**config.mk**
```make
export PLATFORM = sky130hd
export DESIGN_NAME = ptg_timer
export DESIGN_NICKNAME = d
export VERILOG_FILES = /design/src/rtl/ptg_pkg.sv /design/src/rtl/ptg_timer.sv
export VERILOG_INCLUDE_DIRS = /design/src /design/src/rtl
export SDC_FILE = /design/constraint.sdc
export NUM_CORES = 1
export LEC_CHECK = 0
export ABC_CLOCK_PERIOD_IN_PS = 3900
export BUFFER_PORTS_ARGS = -buffer_cell sky130_fd_sc_hd__buf_2
export CORE_ASPECT_RATIO = 0.8
export CORE_MARGIN = 1.5
export CORE_UTILIZATION = 25
export CTS_CLUSTER_DIAMETER = 60
export DETAILED_ROUTE_END_ITERATION = 6
export PLACE_DENSITY = 0.4
export SLEW_MARGIN = 20
export SYNTH_ARGS = -nofsm -noshare
export SYNTH_HDL_FRONTEND = slang
export SYNTH_SLANG_ARGS = --single-unit
```
**constraint.sdc**
```tcl
create_clock -name clk_i -period 3.9 [get_ports clk_i]
set_input_delay 0 -clock clk_i [delete_from_list [all_inputs] [get_ports clk_i]]
set_output_delay 0 -clock clk_i [all_outputs]
set_load 0.005 [all_outputs]
```
**src/rtl/ptg_defines.svh**
```systemverilog
// Behaviour
// Event action off: enabling starts counting at once
// Channels come out of reset in compare mode
// Counter compared with every channel each tick
// Buffer copied at update or force command
// Match flag set on the counting tick
// Match raises interrupt, event and DMA request
// Mode field selects seven waveform configurations
// Channel-0 period mode takes top from channel 0
// Dual-slope modes update when counter reaches zero
// Frequency and single-slope update on wraparound
// Both-ends mode updates at top with circular buffer
// Dual-slope overflow placement follows the mode
// Toggle mode: output toggles on each match
// Channel-0 period mode toggles output 0 on update
// Single-slope up: set at top, clear at match
// Single-slope down: clear at zero, set at match
// Dual-slope: set rising match, clear falling match
// Dual-slope works with period one and up
// Prescaler divides by 1,2,4,8,16,64,256,1024
// Low top: compare MSB picks the match ramp
// Per-channel inversion before the pin
// Count tick merges prescaler and event ticks (code: event ticks alone in count action, prescaler ticks otherwise)
// Direction bit zero counts up, one down
// Wrap to zero or reload top, set overflow
// Valid buffer, unlocked: copy at update, clear valid
`ifndef PTG_DEFINES_SVH
`define PTG_DEFINES_SVH
// Register byte offsets
`define PTG_OFS_CTRL 8'h00
`define PTG_OFS_CMD 8'h04
`define PTG_OFS_FLAGS 8'h08
`define PTG_OFS_STATUS 8'h0C
`define PTG_OFS_INTEN 8'h10
`define PTG_OFS_EVOUT 8'h14
`define PTG_OFS_INVERT 8'h18
`define PTG_OFS_COUNT 8'h1C
`define PTG_OFS_PERIOD 8'h20
`define PTG_OFS_PERBUF 8'h24
`define PTG_OFS_CC_BASE 8'h40
`define PTG_OFS_CCB_BASE 8'h60
// Field positions
`define PTG_CTRL_EN 0
`define PTG_CTRL_DIR 1
`define PTG_CTRL_LOCK_UPDATE 2
`define PTG_CTRL_PSEL 4
`define PTG_CTRL_MODE 8
`define PTG_CTRL_EVACT 12
`define PTG_CTRL_CIRC 16
`define PTG_CTRL_CAPT 24
`define PTG_FLD_OVF 0
`define PTG_FLD_CH 8
`define PTG_ST_RUN 0
`define PTG_ST_PBV 1
`define PTG_ST_SLOPE 2
// Command codes
`define PTG_CMD_RETRIG 2'h1
`define PTG_CMD_STOP 2'h2
`define PTG_CMD_UPDATE 2'h3
// Reset value of software-visible control
`define PTG_CTRL_RST 32'h0000_0000
// Prescaler shift per select code 7..0
`define PTG_PRESC_SHIFTS {4'hA, 4'h8, 4'h6, 4'h4, 4'h3, 4'h2, 4'h1, 4'h0}
`endif

```
**src/rtl/ptg_pkg.sv**
```systemverilog
package ptg_pkg;
  // Waveform mode encoding
  typedef enum logic [2:0] {
    PTG_TOGGLE_ON_MATCH = 3'h0,
    PTG_CHANNEL0_PERIOD = 3'h1,
    PTG_SINGLE_SLOPE = 3'h2,
    PTG_DS_CRITICAL = 3'h3,
    PTG_DS_ZERO_IRQ = 3'h4,
    PTG_DS_BOTH_IRQ = 3'h5,
    PTG_DS_TOP_IRQ = 3'h6
  } ptg_wave_t;
  // Input event action
  typedef enum logic [2:0] {
    PTG_EV_OFF = 3'h0,
    PTG_EV_RETRIG = 3'h1,
    PTG_EV_START = 3'h3,
    PTG_EV_COUNT = 3'h5
  } ptg_evact_t;
  // Counter run state
  typedef enum logic [1:0] {
    PTG_IDLE = 2'b01,
    PTG_RUN = 2'b10
  } ptg_run_t;
endpackage

```
**src/rtl/ptg_timer.sv**
```systemverilog
// Implementation choices: the address map and register access over Wishbone.
`timescale 1ns/1ps
`include "ptg_defines.svh"
module ptg_timer #(
  parameter int CNT_W = 24,
  parameter int NCH = 4
) (
  input wire logic clk_i, // 200 MHz clock
  input wire logic rst_i, // Synchronous reset, high
  input wire logic wb_cyc_i, // Bus cycle
  input wire logic wb_stb_i, // Strobe
  input wire logic wb_we_i, // Write
  input wire logic [7:0] wb_adr_i, // Byte address
  input wire logic [3:0] wb_sel_i, // Byte enables
  input wire logic [31:0] wb_dat_i, // Write data
  output logic [31:0] wb_dat_o, // Read data
  output logic wb_ack_o, // Acknowledge
  input wire logic event_i, // Input event pulse
  output logic [NCH-1:0] waveform_output_o, // Pins
  output logic [NCH-1:0] match_event_o, // Match event pulses
  output logic overflow_event_o, // Overflow event pulse
  output logic dma_req_o, // DMA request pulse
  output logic irq_o // Interrupt request level
);
  import ptg_pkg::*;

  // Elaboration check of parameters
  if (CNT_W < 2 || CNT_W > 32 || NCH < 1 || NCH > 8)
  begin : g_bad
    $error("ptg_timer: unsupported CNT_W or NCH");
  end

  typedef struct packed {
    ptg_run_t run;
    logic en;
    logic dir;
    logic lock_update;
    logic [2:0] psel;
    ptg_wave_t mode;
    ptg_evact_t evact;
    logic [NCH-1:0] circ;
    logic [NCH-1:0] capt;
    logic [9:0] pcnt;
    logic [CNT_W-1:0] cnt;
    logic slope_dn;
    logic [CNT_W-1:0] period_value;
    logic [CNT_W-1:0] perb;
    logic pbv;
    logic [NCH-1:0][CNT_W-1:0] cc;
    logic [NCH-1:0][CNT_W-1:0] ccb;
    logic [NCH-1:0] ccbv;
    logic ovf;
    logic [NCH-1:0] mflag;
    logic ovf_ie;
    logic [NCH-1:0] mie;
    logic ovf_eo;
    logic [NCH-1:0] meo;
    logic [NCH-1:0] inv;
    logic [NCH-1:0] wave;
    logic [NCH-1:0] wo;
    logic [NCH-1:0] mev;
    logic ovf_ev;
    logic dma;
    logic ack;
    logic [31:0] rdat;
  } ptg_state_t;

  ptg_state_t q, d;
  localparam logic [CNT_W-1:0] HALF = {1'b1, {(CNT_W-1){1'b0}}};

  // Byte-lane mask and zero extension
  function automatic logic [31:0] lane_mask(input logic [3:0] sel);
    logic [31:0] m;
    m = '0;
    for (int b = 0; b < 4; b++)
    begin
      m[8*b +: 8] = {8{sel[b]}};
    end
    return m;
  endfunction

  function automatic logic [31:0] zx(input logic [CNT_W-1:0] v);
    logic [31:0] r;
    r = '0;
    r[CNT_W-1:0] = v;
    return r;
  endfunction

  // Bus decode, one access per ack
  logic acc, wr;
  logic [31:0] wmask;
  logic [3:0] shifts;
  logic [9:0] plast;
  assign acc = wb_cyc_i && wb_stb_i && !q.ack;
  assign wr = acc && wb_we_i;
  assign wmask = lane_mask(wb_sel_i);

  // Prescaler end count from select code
  assign shifts = 4'(`PTG_PRESC_SHIFTS >> (4 * q.psel));
  assign plast = 10'((11'h001 << shifts) - 11'h001);

  // Counting tick: prescaler, or events in count action
  logic running, presc_tick, tick;
  assign running = q.run == PTG_RUN;
  assign presc_tick = running && q.pcnt == plast;
  assign tick = (q.evact == PTG_EV_COUNT) ? (running && event_i) : presc_tick;

  // Top, slope class and counter end points
  logic [CNT_W-1:0] top;
  logic dual, ds_half, at_top, at_zero, wrap, top_ev, zero_ev;
  assign top = (q.mode == PTG_CHANNEL0_PERIOD) ? q.cc[0] : q.period_value;
  assign dual = q.mode inside {PTG_DS_CRITICAL, PTG_DS_ZERO_IRQ, PTG_DS_BOTH_IRQ,
                               PTG_DS_TOP_IRQ};
  assign ds_half = (q.mode inside {PTG_DS_TOP_IRQ, PTG_DS_ZERO_IRQ, PTG_DS_BOTH_IRQ})
                   && top < HALF;
  assign at_top = q.cnt == top;
  assign at_zero = q.cnt == '0;
  assign wrap = tick && !dual && (q.dir ? at_zero : at_top);
  assign top_ev = tick && dual && !q.slope_dn && at_top;
  assign zero_ev = tick && dual && q.slope_dn && at_zero;

  // Commands and event actions
  logic cmd_wr, retrig, force_upd, stop_cmd, start_ev;
  assign cmd_wr = wr && wb_adr_i == `PTG_OFS_CMD && wb_sel_i[0];
  assign retrig = (cmd_wr && wb_dat_i[1:0] == `PTG_CMD_RETRIG)
                  || (q.en && q.evact == PTG_EV_RETRIG && event_i);
  assign force_upd = cmd_wr && wb_dat_i[1:0] == `PTG_CMD_UPDATE;
  assign stop_cmd = cmd_wr && wb_dat_i[1:0] == `PTG_CMD_STOP;
  assign start_ev = q.en && q.evact == PTG_EV_START && event_i && !running;

  // Per-channel compare and update points
  logic [NCH-1:0] match, hit, upd;
  logic upd_per;
  assign upd_per = dual ? zero_ev : (wrap || (retrig && running));
  for (genvar c = 0; c < NCH; c++)
  begin : g_ch
    logic [CNT_W-1:0] cmp;
    logic ramp_ok;
    // Low top: MSB is a ramp selector, not part of the value
    assign cmp = ds_half ? {1'b0, q.cc[c][CNT_W-2:0]} : q.cc[c];
    assign ramp_ok = !ds_half || (q.cc[c][CNT_W-1] == q.slope_dn);
    assign hit[c] = tick && !q.capt[c] && q.cnt == cmp;
    // Ramp selector gates flag, event and DMA only; the pin still sees both ramps
    assign match[c] = hit[c] && ramp_ok;
    assign upd[c] = upd_per || (q.mode == PTG_DS_BOTH_IRQ && top_ev && q.circ[c]);
  end

  // Next-state logic
  always_comb
  begin
    logic [31:0] wv;
    logic [31:0] ctl;
    logic [NCH-1:0] mclr;
    logic oclr;
    wv = '0;
    ctl = '0;
    mclr = '0;
    oclr = 1'b0;
    d = q;
    d.ack = acc;
    d.mev = '0;
    d.ovf_ev = 1'b0;
    d.dma = 1'b0;
    d.pcnt = (!running || presc_tick) ? 10'h000 : q.pcnt + 10'h001;

    // Counting on each tick
    if (tick && !dual)
    begin
      if (!q.dir)
        d.cnt = at_top ? '0 : q.cnt + 1'b1;
      else
        d.cnt = at_zero ? top : q.cnt - 1'b1;
    end
    else if (tick)
    begin
      // Dual-slope turns at top and zero; top of one still alternates
      if (!q.slope_dn)
      begin
        d.cnt = at_top ? q.cnt - 1'b1 : q.cnt + 1'b1;
        d.slope_dn = at_top;
      end
      else
      begin
        d.cnt = at_zero ? q.cnt + 1'b1 : q.cnt - 1'b1;
        d.slope_dn = !at_zero;
      end
    end

    // Start, restart and stop
    if (retrig)
    begin
      d.run = PTG_RUN;
      d.cnt = (q.dir && !dual) ? top : '0;
      d.slope_dn = 1'b0;
      d.pcnt = 10'h000;
    end
    else if (start_ev)
      d.run = PTG_RUN;
    if (stop_cmd)
      d.run = PTG_IDLE;

    // Buffer to active copies
    if ((q.pbv && !q.lock_update && upd_per) || (q.pbv && force_upd))
    begin
      d.period_value = q.perb;
      d.pbv = 1'b0;
    end
    for (int c = 0; c < NCH; c++)
    begin
      if (q.ccbv[c] && ((!q.lock_update && upd[c]) || force_upd))
      begin
        d.cc[c] = q.ccb[c];
        d.ccbv[c] = 1'b0;
      end
    end

    // Waveform generation per mode
    for (int c = 0; c < NCH; c++)
    begin
      unique case (q.mode)
        PTG_TOGGLE_ON_MATCH:
          if (hit[c])
            d.wave[c] = !q.wave[c];
        PTG_CHANNEL0_PERIOD:
          if (c == 0 ? upd_per : hit[c])
            d.wave[c] = !q.wave[c];
        PTG_SINGLE_SLOPE:
          if (!q.dir)
          begin
            if (wrap)
              d.wave[c] = 1'b1;
            else if (hit[c])
              d.wave[c] = 1'b0;
          end
          else
          begin
            if (wrap)
              d.wave[c] = 1'b0;
            else if (hit[c])
              d.wave[c] = 1'b1;
          end
        PTG_DS_CRITICAL, PTG_DS_ZERO_IRQ, PTG_DS_BOTH_IRQ, PTG_DS_TOP_IRQ:
          if (hit[c])
            d.wave[c] = !q.slope_dn;
        default:
          d.wave[c] = q.wave[c];
      endcase
    end

    // Bus writes; flag clears are applied before hardware sets
    if (wr)
    begin
      unique case (wb_adr_i)
        `PTG_OFS_CTRL:
        begin
          ctl = `PTG_CTRL_RST;
          ctl[`PTG_CTRL_EN] = q.en;
          ctl[`PTG_CTRL_DIR] = q.dir;
          ctl[`PTG_CTRL_LOCK_UPDATE] = q.lock_update;
          ctl[`PTG_CTRL_PSEL +: 3] = q.psel;
          ctl[`PTG_CTRL_MODE +: 3] = q.mode;
          ctl[`PTG_CTRL_EVACT +: 3] = q.evact;
          ctl[`PTG_CTRL_CIRC +: NCH] = q.circ;
          ctl[`PTG_CTRL_CAPT +: NCH] = q.capt;
          wv = (ctl & ~wmask) | (wb_dat_i & wmask);
          d.en = wv[`PTG_CTRL_EN];
          d.dir = wv[`PTG_CTRL_DIR];
          d.lock_update = wv[`PTG_CTRL_LOCK_UPDATE];
          d.psel = wv[`PTG_CTRL_PSEL +: 3];
          d.mode = ptg_wave_t'(wv[`PTG_CTRL_MODE +: 3]);
          d.evact = ptg_evact_t'(wv[`PTG_CTRL_EVACT +: 3]);
          d.circ = wv[`PTG_CTRL_CIRC +: NCH];
          d.capt = wv[`PTG_CTRL_CAPT +: NCH];
          if (!q.en && d.en && d.evact == PTG_EV_OFF)
          begin
            d.run = PTG_RUN;
            d.wave = (d.mode == PTG_SINGLE_SLOPE) ? {NCH{!d.dir}} : '0;
          end
          if (!d.en)
            d.run = PTG_IDLE;
        end
        `PTG_OFS_FLAGS:
        begin
          wv = wb_dat_i & wmask;
          oclr = wv[`PTG_FLD_OVF];
          mclr = wv[`PTG_FLD_CH +: NCH];
        end
        `PTG_OFS_INTEN:
        begin
          if (wb_sel_i[0])
            d.ovf_ie = wb_dat_i[`PTG_FLD_OVF];
          if (wb_sel_i[1])
            d.mie = wb_dat_i[`PTG_FLD_CH +: NCH];
        end
        `PTG_OFS_EVOUT:
        begin
          if (wb_sel_i[0])
            d.ovf_eo = wb_dat_i[`PTG_FLD_OVF];
          if (wb_sel_i[1])
            d.meo = wb_dat_i[`PTG_FLD_CH +: NCH];
        end
        `PTG_OFS_INVERT:
          if (wb_sel_i[0])
            d.inv = wb_dat_i[NCH-1:0];
        `PTG_OFS_COUNT:
          d.cnt = CNT_W'((zx(q.cnt) & ~wmask) | (wb_dat_i & wmask));
        `PTG_OFS_PERIOD:
          d.period_value = CNT_W'((zx(q.period_value) & ~wmask) | (wb_dat_i & wmask));
        `PTG_OFS_PERBUF:
        begin
          d.perb = CNT_W'((zx(q.perb) & ~wmask) | (wb_dat_i & wmask));
          d.pbv = 1'b1;
        end
        default:
          ;
      endcase
      for (int c = 0; c < NCH; c++)
      begin
        if (wb_adr_i == 8'(`PTG_OFS_CC_BASE + 4 * c))
          d.cc[c] = CNT_W'((zx(q.cc[c]) & ~wmask) | (wb_dat_i & wmask));
        if (wb_adr_i == 8'(`PTG_OFS_CCB_BASE + 4 * c))
        begin
          d.ccb[c] = CNT_W'((zx(q.ccb[c]) & ~wmask) | (wb_dat_i & wmask));
          d.ccbv[c] = 1'b1;
        end
      end
    end

    // Overflow placement per mode; hardware set beats clear
    unique case (q.mode)
      PTG_DS_TOP_IRQ:
        d.ovf_ev = top_ev;
      PTG_DS_ZERO_IRQ, PTG_DS_CRITICAL:
        d.ovf_ev = zero_ev;
      PTG_DS_BOTH_IRQ:
        d.ovf_ev = top_ev || zero_ev;
      default:
        d.ovf_ev = wrap;
    endcase
    d.ovf = (q.ovf && !oclr) || d.ovf_ev;
    d.ovf_ev = d.ovf_ev && q.ovf_eo;
    d.mflag = (q.mflag & ~mclr) | match;
    d.mev = match & q.meo;
    d.dma = |match;

    // Output inversion stage
    d.wo = d.wave ^ d.inv;

    // Read mux, registered with the ack
    d.rdat = '0;
    if (acc && !wb_we_i)
    begin
      unique case (wb_adr_i)
        `PTG_OFS_CTRL:
        begin
          d.rdat[`PTG_CTRL_EN] = q.en;
          d.rdat[`PTG_CTRL_DIR] = q.dir;
          d.rdat[`PTG_CTRL_LOCK_UPDATE] = q.lock_update;
          d.rdat[`PTG_CTRL_PSEL +: 3] = q.psel;
          d.rdat[`PTG_CTRL_MODE +: 3] = q.mode;
          d.rdat[`PTG_CTRL_EVACT +: 3] = q.evact;
          d.rdat[`PTG_CTRL_CIRC +: NCH] = q.circ;
          d.rdat[`PTG_CTRL_CAPT +: NCH] = q.capt;
        end
        `PTG_OFS_FLAGS:
        begin
          d.rdat[`PTG_FLD_OVF] = q.ovf;
          d.rdat[`PTG_FLD_CH +: NCH] = q.mflag;
        end
        `PTG_OFS_STATUS:
        begin
          d.rdat[`PTG_ST_RUN] = running;
          d.rdat[`PTG_ST_PBV] = q.pbv;
          d.rdat[`PTG_ST_SLOPE] = q.slope_dn;
          d.rdat[`PTG_FLD_CH +: NCH] = q.ccbv;
        end
        `PTG_OFS_INTEN:
        begin
          d.rdat[`PTG_FLD_OVF] = q.ovf_ie;
          d.rdat[`PTG_FLD_CH +: NCH] = q.mie;
        end
        `PTG_OFS_EVOUT:
        begin
          d.rdat[`PTG_FLD_OVF] = q.ovf_eo;
          d.rdat[`PTG_FLD_CH +: NCH] = q.meo;
        end
        `PTG_OFS_INVERT:
          d.rdat[NCH-1:0] = q.inv;
        `PTG_OFS_COUNT:
          d.rdat = zx(q.cnt);
        `PTG_OFS_PERIOD:
          d.rdat = zx(q.period_value);
        `PTG_OFS_PERBUF:
          d.rdat = zx(q.perb);
        default:
          ;
      endcase
      for (int c = 0; c < NCH; c++)
      begin
        if (wb_adr_i == 8'(`PTG_OFS_CC_BASE + 4 * c))
          d.rdat = zx(q.cc[c]);
        if (wb_adr_i == 8'(`PTG_OFS_CCB_BASE + 4 * c))
          d.rdat = zx(q.ccb[c]);
      end
    end
  end

  // State register; period resets to full count
  always_ff @(posedge clk_i)
  begin
    if (rst_i)
    begin
      q <= '0;
      q.run <= PTG_IDLE;
      q.period_value <= '1;
    end
    else
      q <= d;
  end

  assign wb_ack_o = q.ack;
  assign wb_dat_o = q.rdat;
  assign waveform_output_o = q.wo;
  assign match_event_o = q.mev;
  assign overflow_event_o = q.ovf_ev;
  assign dma_req_o = q.dma;
  // Interrupt level from flags gated by enables
  assign irq_o = |(q.mflag & q.mie) || (q.ovf && q.ovf_ie);

  // Checks
  a_ack_single: assert property (@(posedge clk_i) disable iff (rst_i)
    wb_ack_o |=> !wb_ack_o) else $error("ack held two cycles");
  a_start_off: assert property (@(posedge clk_i) disable iff (rst_i)
    wr && wb_adr_i == `PTG_OFS_CTRL && wb_sel_i[0] && wb_sel_i[1] && !q.en
    && wb_dat_i[`PTG_CTRL_EN] && wb_dat_i[`PTG_CTRL_EVACT +: 3] == 3'h0
    |=> running) else $error("enable with no event action did not start");
  a_up_wrap: assert property (@(posedge clk_i) disable iff (rst_i)
    wrap && !q.dir && !wr |=> q.cnt == '0 && q.ovf)
    else $error("up count did not wrap to zero with overflow");
  a_down_reload: assert property (@(posedge clk_i) disable iff (rst_i)
    wrap && q.dir && !wr && !retrig |=> q.cnt == $past(top))
    else $error("down count did not reload top");
  a_match_flag: assert property (@(posedge clk_i) disable iff (rst_i)
    match[0] |=> q.mflag[0] ##1 (q.mflag[0] || $past(wr)))
    else $error("match flag not set or lost");
  a_match_dma: assert property (@(posedge clk_i) disable iff (rst_i)
    match != '0 |=> dma_req_o ##1 (dma_req_o == $past(match != '0)))
    else $error("dma request does not follow match");
  a_lock_hold: assert property (@(posedge clk_i) disable iff (rst_i)
    q.lock_update && !force_upd && !wr |=> q.cc[0] == $past(q.cc[0]))
    else $error("locked compare value changed");
  a_dual_turn: assert property (@(posedge clk_i) disable iff (rst_i)
    top_ev && !retrig && !wr |=> q.slope_dn ##0 q.cnt == $past(q.cnt) - 1'b1)
    else $error("dual slope did not turn at top");
  a_pwm_clear: assert property (@(posedge clk_i) disable iff (rst_i)
    q.mode == PTG_SINGLE_SLOPE && !q.dir && match[0] && !wrap && !wr
    |=> !q.wave[0] && waveform_output_o[0] == q.inv[0])
    else $error("single slope output not cleared at match");
  c_dual_turn: cover property (@(posedge clk_i) disable iff (rst_i) top_ev ##[1:50] zero_ev);
  c_force_upd: cover property (@(posedge clk_i) disable iff (rst_i) force_upd && q.ccbv[0]);
  c_pwm_wrap: cover property (@(posedge clk_i) disable iff (rst_i)
    q.mode == PTG_SINGLE_SLOPE && wrap ##[1:50] match[0]);
endmodule

```
# After elaboration in Yosys (flattened, before gate mapping)
# Cells that the tools add are included.
[word_totals]
ff_bits = 368
latch_bits = 0
ram_bits = 0
romBits = 0
wordCells = 363
n_memories = 0
[classes]
add_sub_neg = 4
multipliers = 0
div_mod_pow = 0
order_cmp = 1
eq_ne = 41
shift = 2
n_mux = 116
bitwise_logic = 35
reduce_logical = 124
[ops]
columns = ["op", "n"]
rows = [
  ["$mux 24", 36],
  ["$and 24x24->24", 11],
  ["$or 24x24->24", 11],
  ["$mux 245", 1],
  ["$eq 24x24->1", 5],
  ["$mux 25", 4],
  ["$eq 8x7->1 const B", 8],
  ["$logic_and 1x1->1", 59],
  ["$and 28x28->28", 2],
  ["$mux 1", 44],
  ["$mux 22", 2],
  ["$eq 8x5->1 const B", 4],
  ["$shr 32x5->4 const A", 1],
  ["$mux 4", 7],
  ["$not 28->28", 1],
  ["$or 28x28->28", 1],
  ["$add 24x1->24 const B", 1],
  ["$logic_not 24->1", 1],
  ["$lt 24x24->1 const B", 1],
  ["$pmux 3 s4", 2],
  ["$pmux 3 s8", 1],
  ["$sub 24x1->24 const B", 1],
  ["$logic_not 1->1", 19],
  ["$logic_or 1x1->1", 19],
  ["38 further kinds", 81],
]

# Longest topological paths before layout
[depth]
ltp_word = 18
depth_mapped = 15
depth_no_buf = 12

# Least setup slack after synthesis
# No wires, ideal clock.
[synth_path]
path_type = "register -> register"
startpoint = "register (tool-made name)"
endpoint = "register q (netlist bit waveform_output_o[0])"
setup_ns = 0.062
t_arrival_ns = 3.378
t_required_ns = 3.838
setup_slack_ns = 0.461
path_stages_with_launch = 14
period_less_slack_ns = 3.439
path_cell_list = "dfxtp_1 -> buf_1 -> xor2_1 -> nor4_1 -> nand4_1 -> or4b_2 -> or2_2 -> ha_1 -> nand3b_1 -> nand3_1 -> a41oi_1 -> o211ai_1 -> or4_1 -> nand3_1"
[synth_lines]
columns = ["item", "line", "text"]
rows = [
  ["end, declared", "ptg_timer.sv:68", "ptg_state_t q, d;"],
]

==> results by group <==
Yosys
  – Synth unique cells: 94
  – Ys async rst share: 0%
  – Largest family of logic cells by synthesized area: compound AO/OA/AOI/OAI gates
  – Cells after Synth: about 3k
  – Compound-Gate Fraction of Synth Area: about a quarter
  – Leading area contributor after synthesis: dfxtp_1
  – Yosys Warn Count: 0
  – Adder-cell area share of the yosys netlist: less than 1%
  – Most used DFF post-synth: dfxtp_1
  – EDFF count, synth: 0
  – Yosys reg bits: 364
  – Multiplexer share of the synthesized area: under 10%
  – Mapped Avg Cell Area: around 7.4 um^2
  – Simple-Gate Fraction of Synth Area: approximately a quarter
  – Mapped Area: between 20000 and 25000 um^2
  – Area contributors post-synth: dfxtp_1, nand2_1, a21oi_1
  – Seq/Total Area, Yosys: approximately 33%
  – Xor and xnor fraction of the mapped netlist area: approximately 5.6%
  – Synth top area share: about 33%

STA
  – Min Tclk post-route: 3800 ps
  – Setup Viol. Count Final: 0
  – Slew @ Worst Pin: a little over 1000 ps
  – Maximum clock frequency: around 260 MHz
  – Slew HR: between 30% and 40%
  – Tcrit/Tclk final: a little over nine tenths
  – Hold Vio Cnt, Final: 0
  – Setup WS post-layout: 96.7 ps
  – RSZ-0062 raised after global routing: false
  – Fin. max-slew vios: 0
  – Layout Skew: 21.8 ps

Detailed routing
  – DR vias/cell: roughly 5.8
  – DRT antenna net count: 0
  – Routed WL per cell: around 28 um
  – Total number of vias: approximately 25k
  – Residual DRC: 0
  – DR pass1 iterations: 6
  – Routed WL: about 120000 um
  – DR iter-0 viols: around 3.1k

Global route
  – All-Layer GR Usage: 25.5%
  – Antenna violations before repair: 2
  – Global-route wire length before repair: approximately 170000 um
  – Largest net degree at the start of global routing: between 100 and 150
  – GRT overflow: 0
  – Vias in the first global route: between 20k and 25k

CTS
  – Worst-path clk slew: about 60 ps
  – Root buffer cell: clkbuf_16
  – Clk sinks: roughly 360
  – H-Tree Depth: 2
  – Clock latency on the worst-skew pair: 620 ps
  – CTS max path bufs: 3
  – Num CTS Buffers: 49
  – CTS tree: done

Place
  – Place WS: -113 ps
  – Dpl cells: between 4k and 5k
  – GP Congestion: between 0.9 and 1
  – IO Port Bufs: between 80 and 90
  – Placed inst area: ~24000 um^2
  – DP Wirelength: ~88000 um

Setup path
  – Critical Path AT: around 4400 ps
  – Crit end category: flip-flop
  – Critical Path Fanout Max: 12
  – Critical path buffers and inverters: 4
  – Max stage delay on crit path: just under 600 ps
  – Crit Path Class: flip-flop to flip-flop
  – Critical-path top delay cell: a211oi_2
  – Crit start category: flip-flop
  – Worst EP required: 4440 ps
  – CP top delay family: compound AO/OA/AOI/OAI gates
  – Crit-path most repeated cell: buf_4
  – CP Cell Sequence: buf_4, nor3b_2, buf_4, mux2i_1, buf_4, o2bb2ai_1, a2111oi_2, and3_1, buf_4, and4_1, o21a_2, a211oi_2, a21o_1

Cells and area
  – Layout area overhead: 20.6%
  – Fillers: ~9.3k
  – Share of cells above drive strength 1: approximately 15%
  – Cell Count, Final, Fillers Out: 4234
  – NumNets Final: around 3.1k
  – Final instance area: 26500 um^2

Job
  – Max_cap viols: 0

Power and ir drop
  – Pwr/cell area: roughly 340 nW/um^2
  – Peak VDD IR: 0.255 mV
  – LEAKAGE: around 9.5 nW

Die
  – Site row count: 96
  – # IOs: 94
  – Core area: between 80000 and 90000 um^2
  – Initial Util: between 20 and 30%
  – Die ar.: 89600 um^2
  – Height of the die: 268 um
  – Die X-Extent: 334 um

Status
  – Status: finished, final reports clean

Worst hold path
  – Worst Hold Class: primary input to flip-flop
per-stage QoR:
| step | TNS, ps | utilization [%] | hold slack [ps] | power, mW |
|---|---|---|---|---|
| 6_report | 0 | 30.7 | 52.2 | 8.98 |
| 5_1_grt | 0 | 30.7 | 57.3 | 9.23 |
| 4_1_cts | 0 | 30.6 | 7.06 | 9.06 |
| 3_5_place_dp | -113 | 28.2 | 270 | 4.33 |
| 3_3_place_gp | -267 | 28.2 | 267 | 4.33 |
| 2_1_floorplan | 0 | - | 88.7 | 4.07 |
layout by cell type (no fill, tap or decap), drive strengths merged, types with 32 or more instances in the layout:
| master | netlist | routed |
|---|---|---|
| nand2 | 443 | 443 |
| dfxtp | 364 | 364 |
| buf | 85 | 303 |
| a21oi | 279 | 279 |
| nor2 | 217 | 217 |
| nand3 | 202 | 202 |
| o21ai | 125 | 125 |
| xnor2 | 102 | 102 |
| nor3 | 72 | 72 |
| clkbuf | 199 | 67 |
| a22oi | 65 | 65 |
| inv | 55 | 63 |
| mux2i | 56 | 56 |
| a211oi | 49 | 49 |
| a31oi | 45 | 45 |
| dlygate4sd3 | 0 | 42 |
| xor2 | 39 | 39 |
| nand4 | 39 | 39 |
| nor4 | 33 | 33 |
| o22ai | 32 | 32 |
final timing paths:
kind / startpoint / endpoint / slack [ps] / cells after the start
min: wb_cyc_i / wb_dat_o[19] / 50 / 6
max reg2reg: q[357] / flip-flop / 100 / 13
max: q[357] / flip-flop / 100 / 13
min reg2reg: q[52] / q[52] / 470 / 2
synthesized netlist by cell type (all sizes together) (28+ instances only):
library cell,instances
dfxtp,364
mux2i,56
and3,29
a21oi,279
inv,55
nor2,217
o21ai,125
a22oi,65
xnor2,102
xor2,39
nor4,33
o22ai,32
nand4,39
nand3,202
a221oi,31
a31o,28
buf,85
a211oi,49
nor3,72
nand2,443
a31oi,45
nand2b,31
clkbuf,199
tightest hold or removal path, cell delays in order:
cell and delay [ps]:
buf_2 110, nand2_1 90, nor4_2 40, buf_4 200, o21ai_0 100, nor3_1 60
cell type report:
| class | count | area [um^2] | area share (%) |
|---|---|---|---|
| inverters | 57 | 214 | 0.808 |
| repair buffers | 346 | 2650 | 10.0 |
| flip-flops and latches | 364 | 7290 | 27.5 |
| diodes | 1 | 2.50 | 0.00945 |
| well taps | 1127 | 1410 | 5.32 |
| clock buffers | 66 | 1390 | 5.25 |
| clock inverters | 21 | 240 | 0.907 |
| multi-input cells | 2252 | 13300 | 50.2 |
repair_timing:
action,4_1_cts,5_1_grt
hold buffers,42,0
hold endpoints to repair,244,0
buffers inserted,0,0
setup endpoints to repair,1,17
pin swaps,0,1
resized for setup,2,7
cells by family (layout without fill, tap and decap cells):
family          Yosys count  in the layout
buf+inv                 341            490
fa+ha+maj                11             11
flops                   364            364
mux                      60             60
other cells               1              5
xor+xnor                141            141
compound gates          849            849
simple gates           1187           1187
metal layers:
metal / wire length (um) / vias up / global-route usage (%)
li1: - / 10900 / -
met4: 3370 / 2 / 7.63
met5: 13 / - / 0
met3: 11100 / 193 / 5.12
met1: 55600 / 12200 / 38.4
met2: 47300 / 1291 / 35.8
power breakdown:
group          switching [mW]  internal [mW]
registers             0.00922           3.72
clock network            1.97           2.72
logic                   0.403          0.155
total                    2.38           6.60
Note: power is estimated with default switching activity, not from simulation.
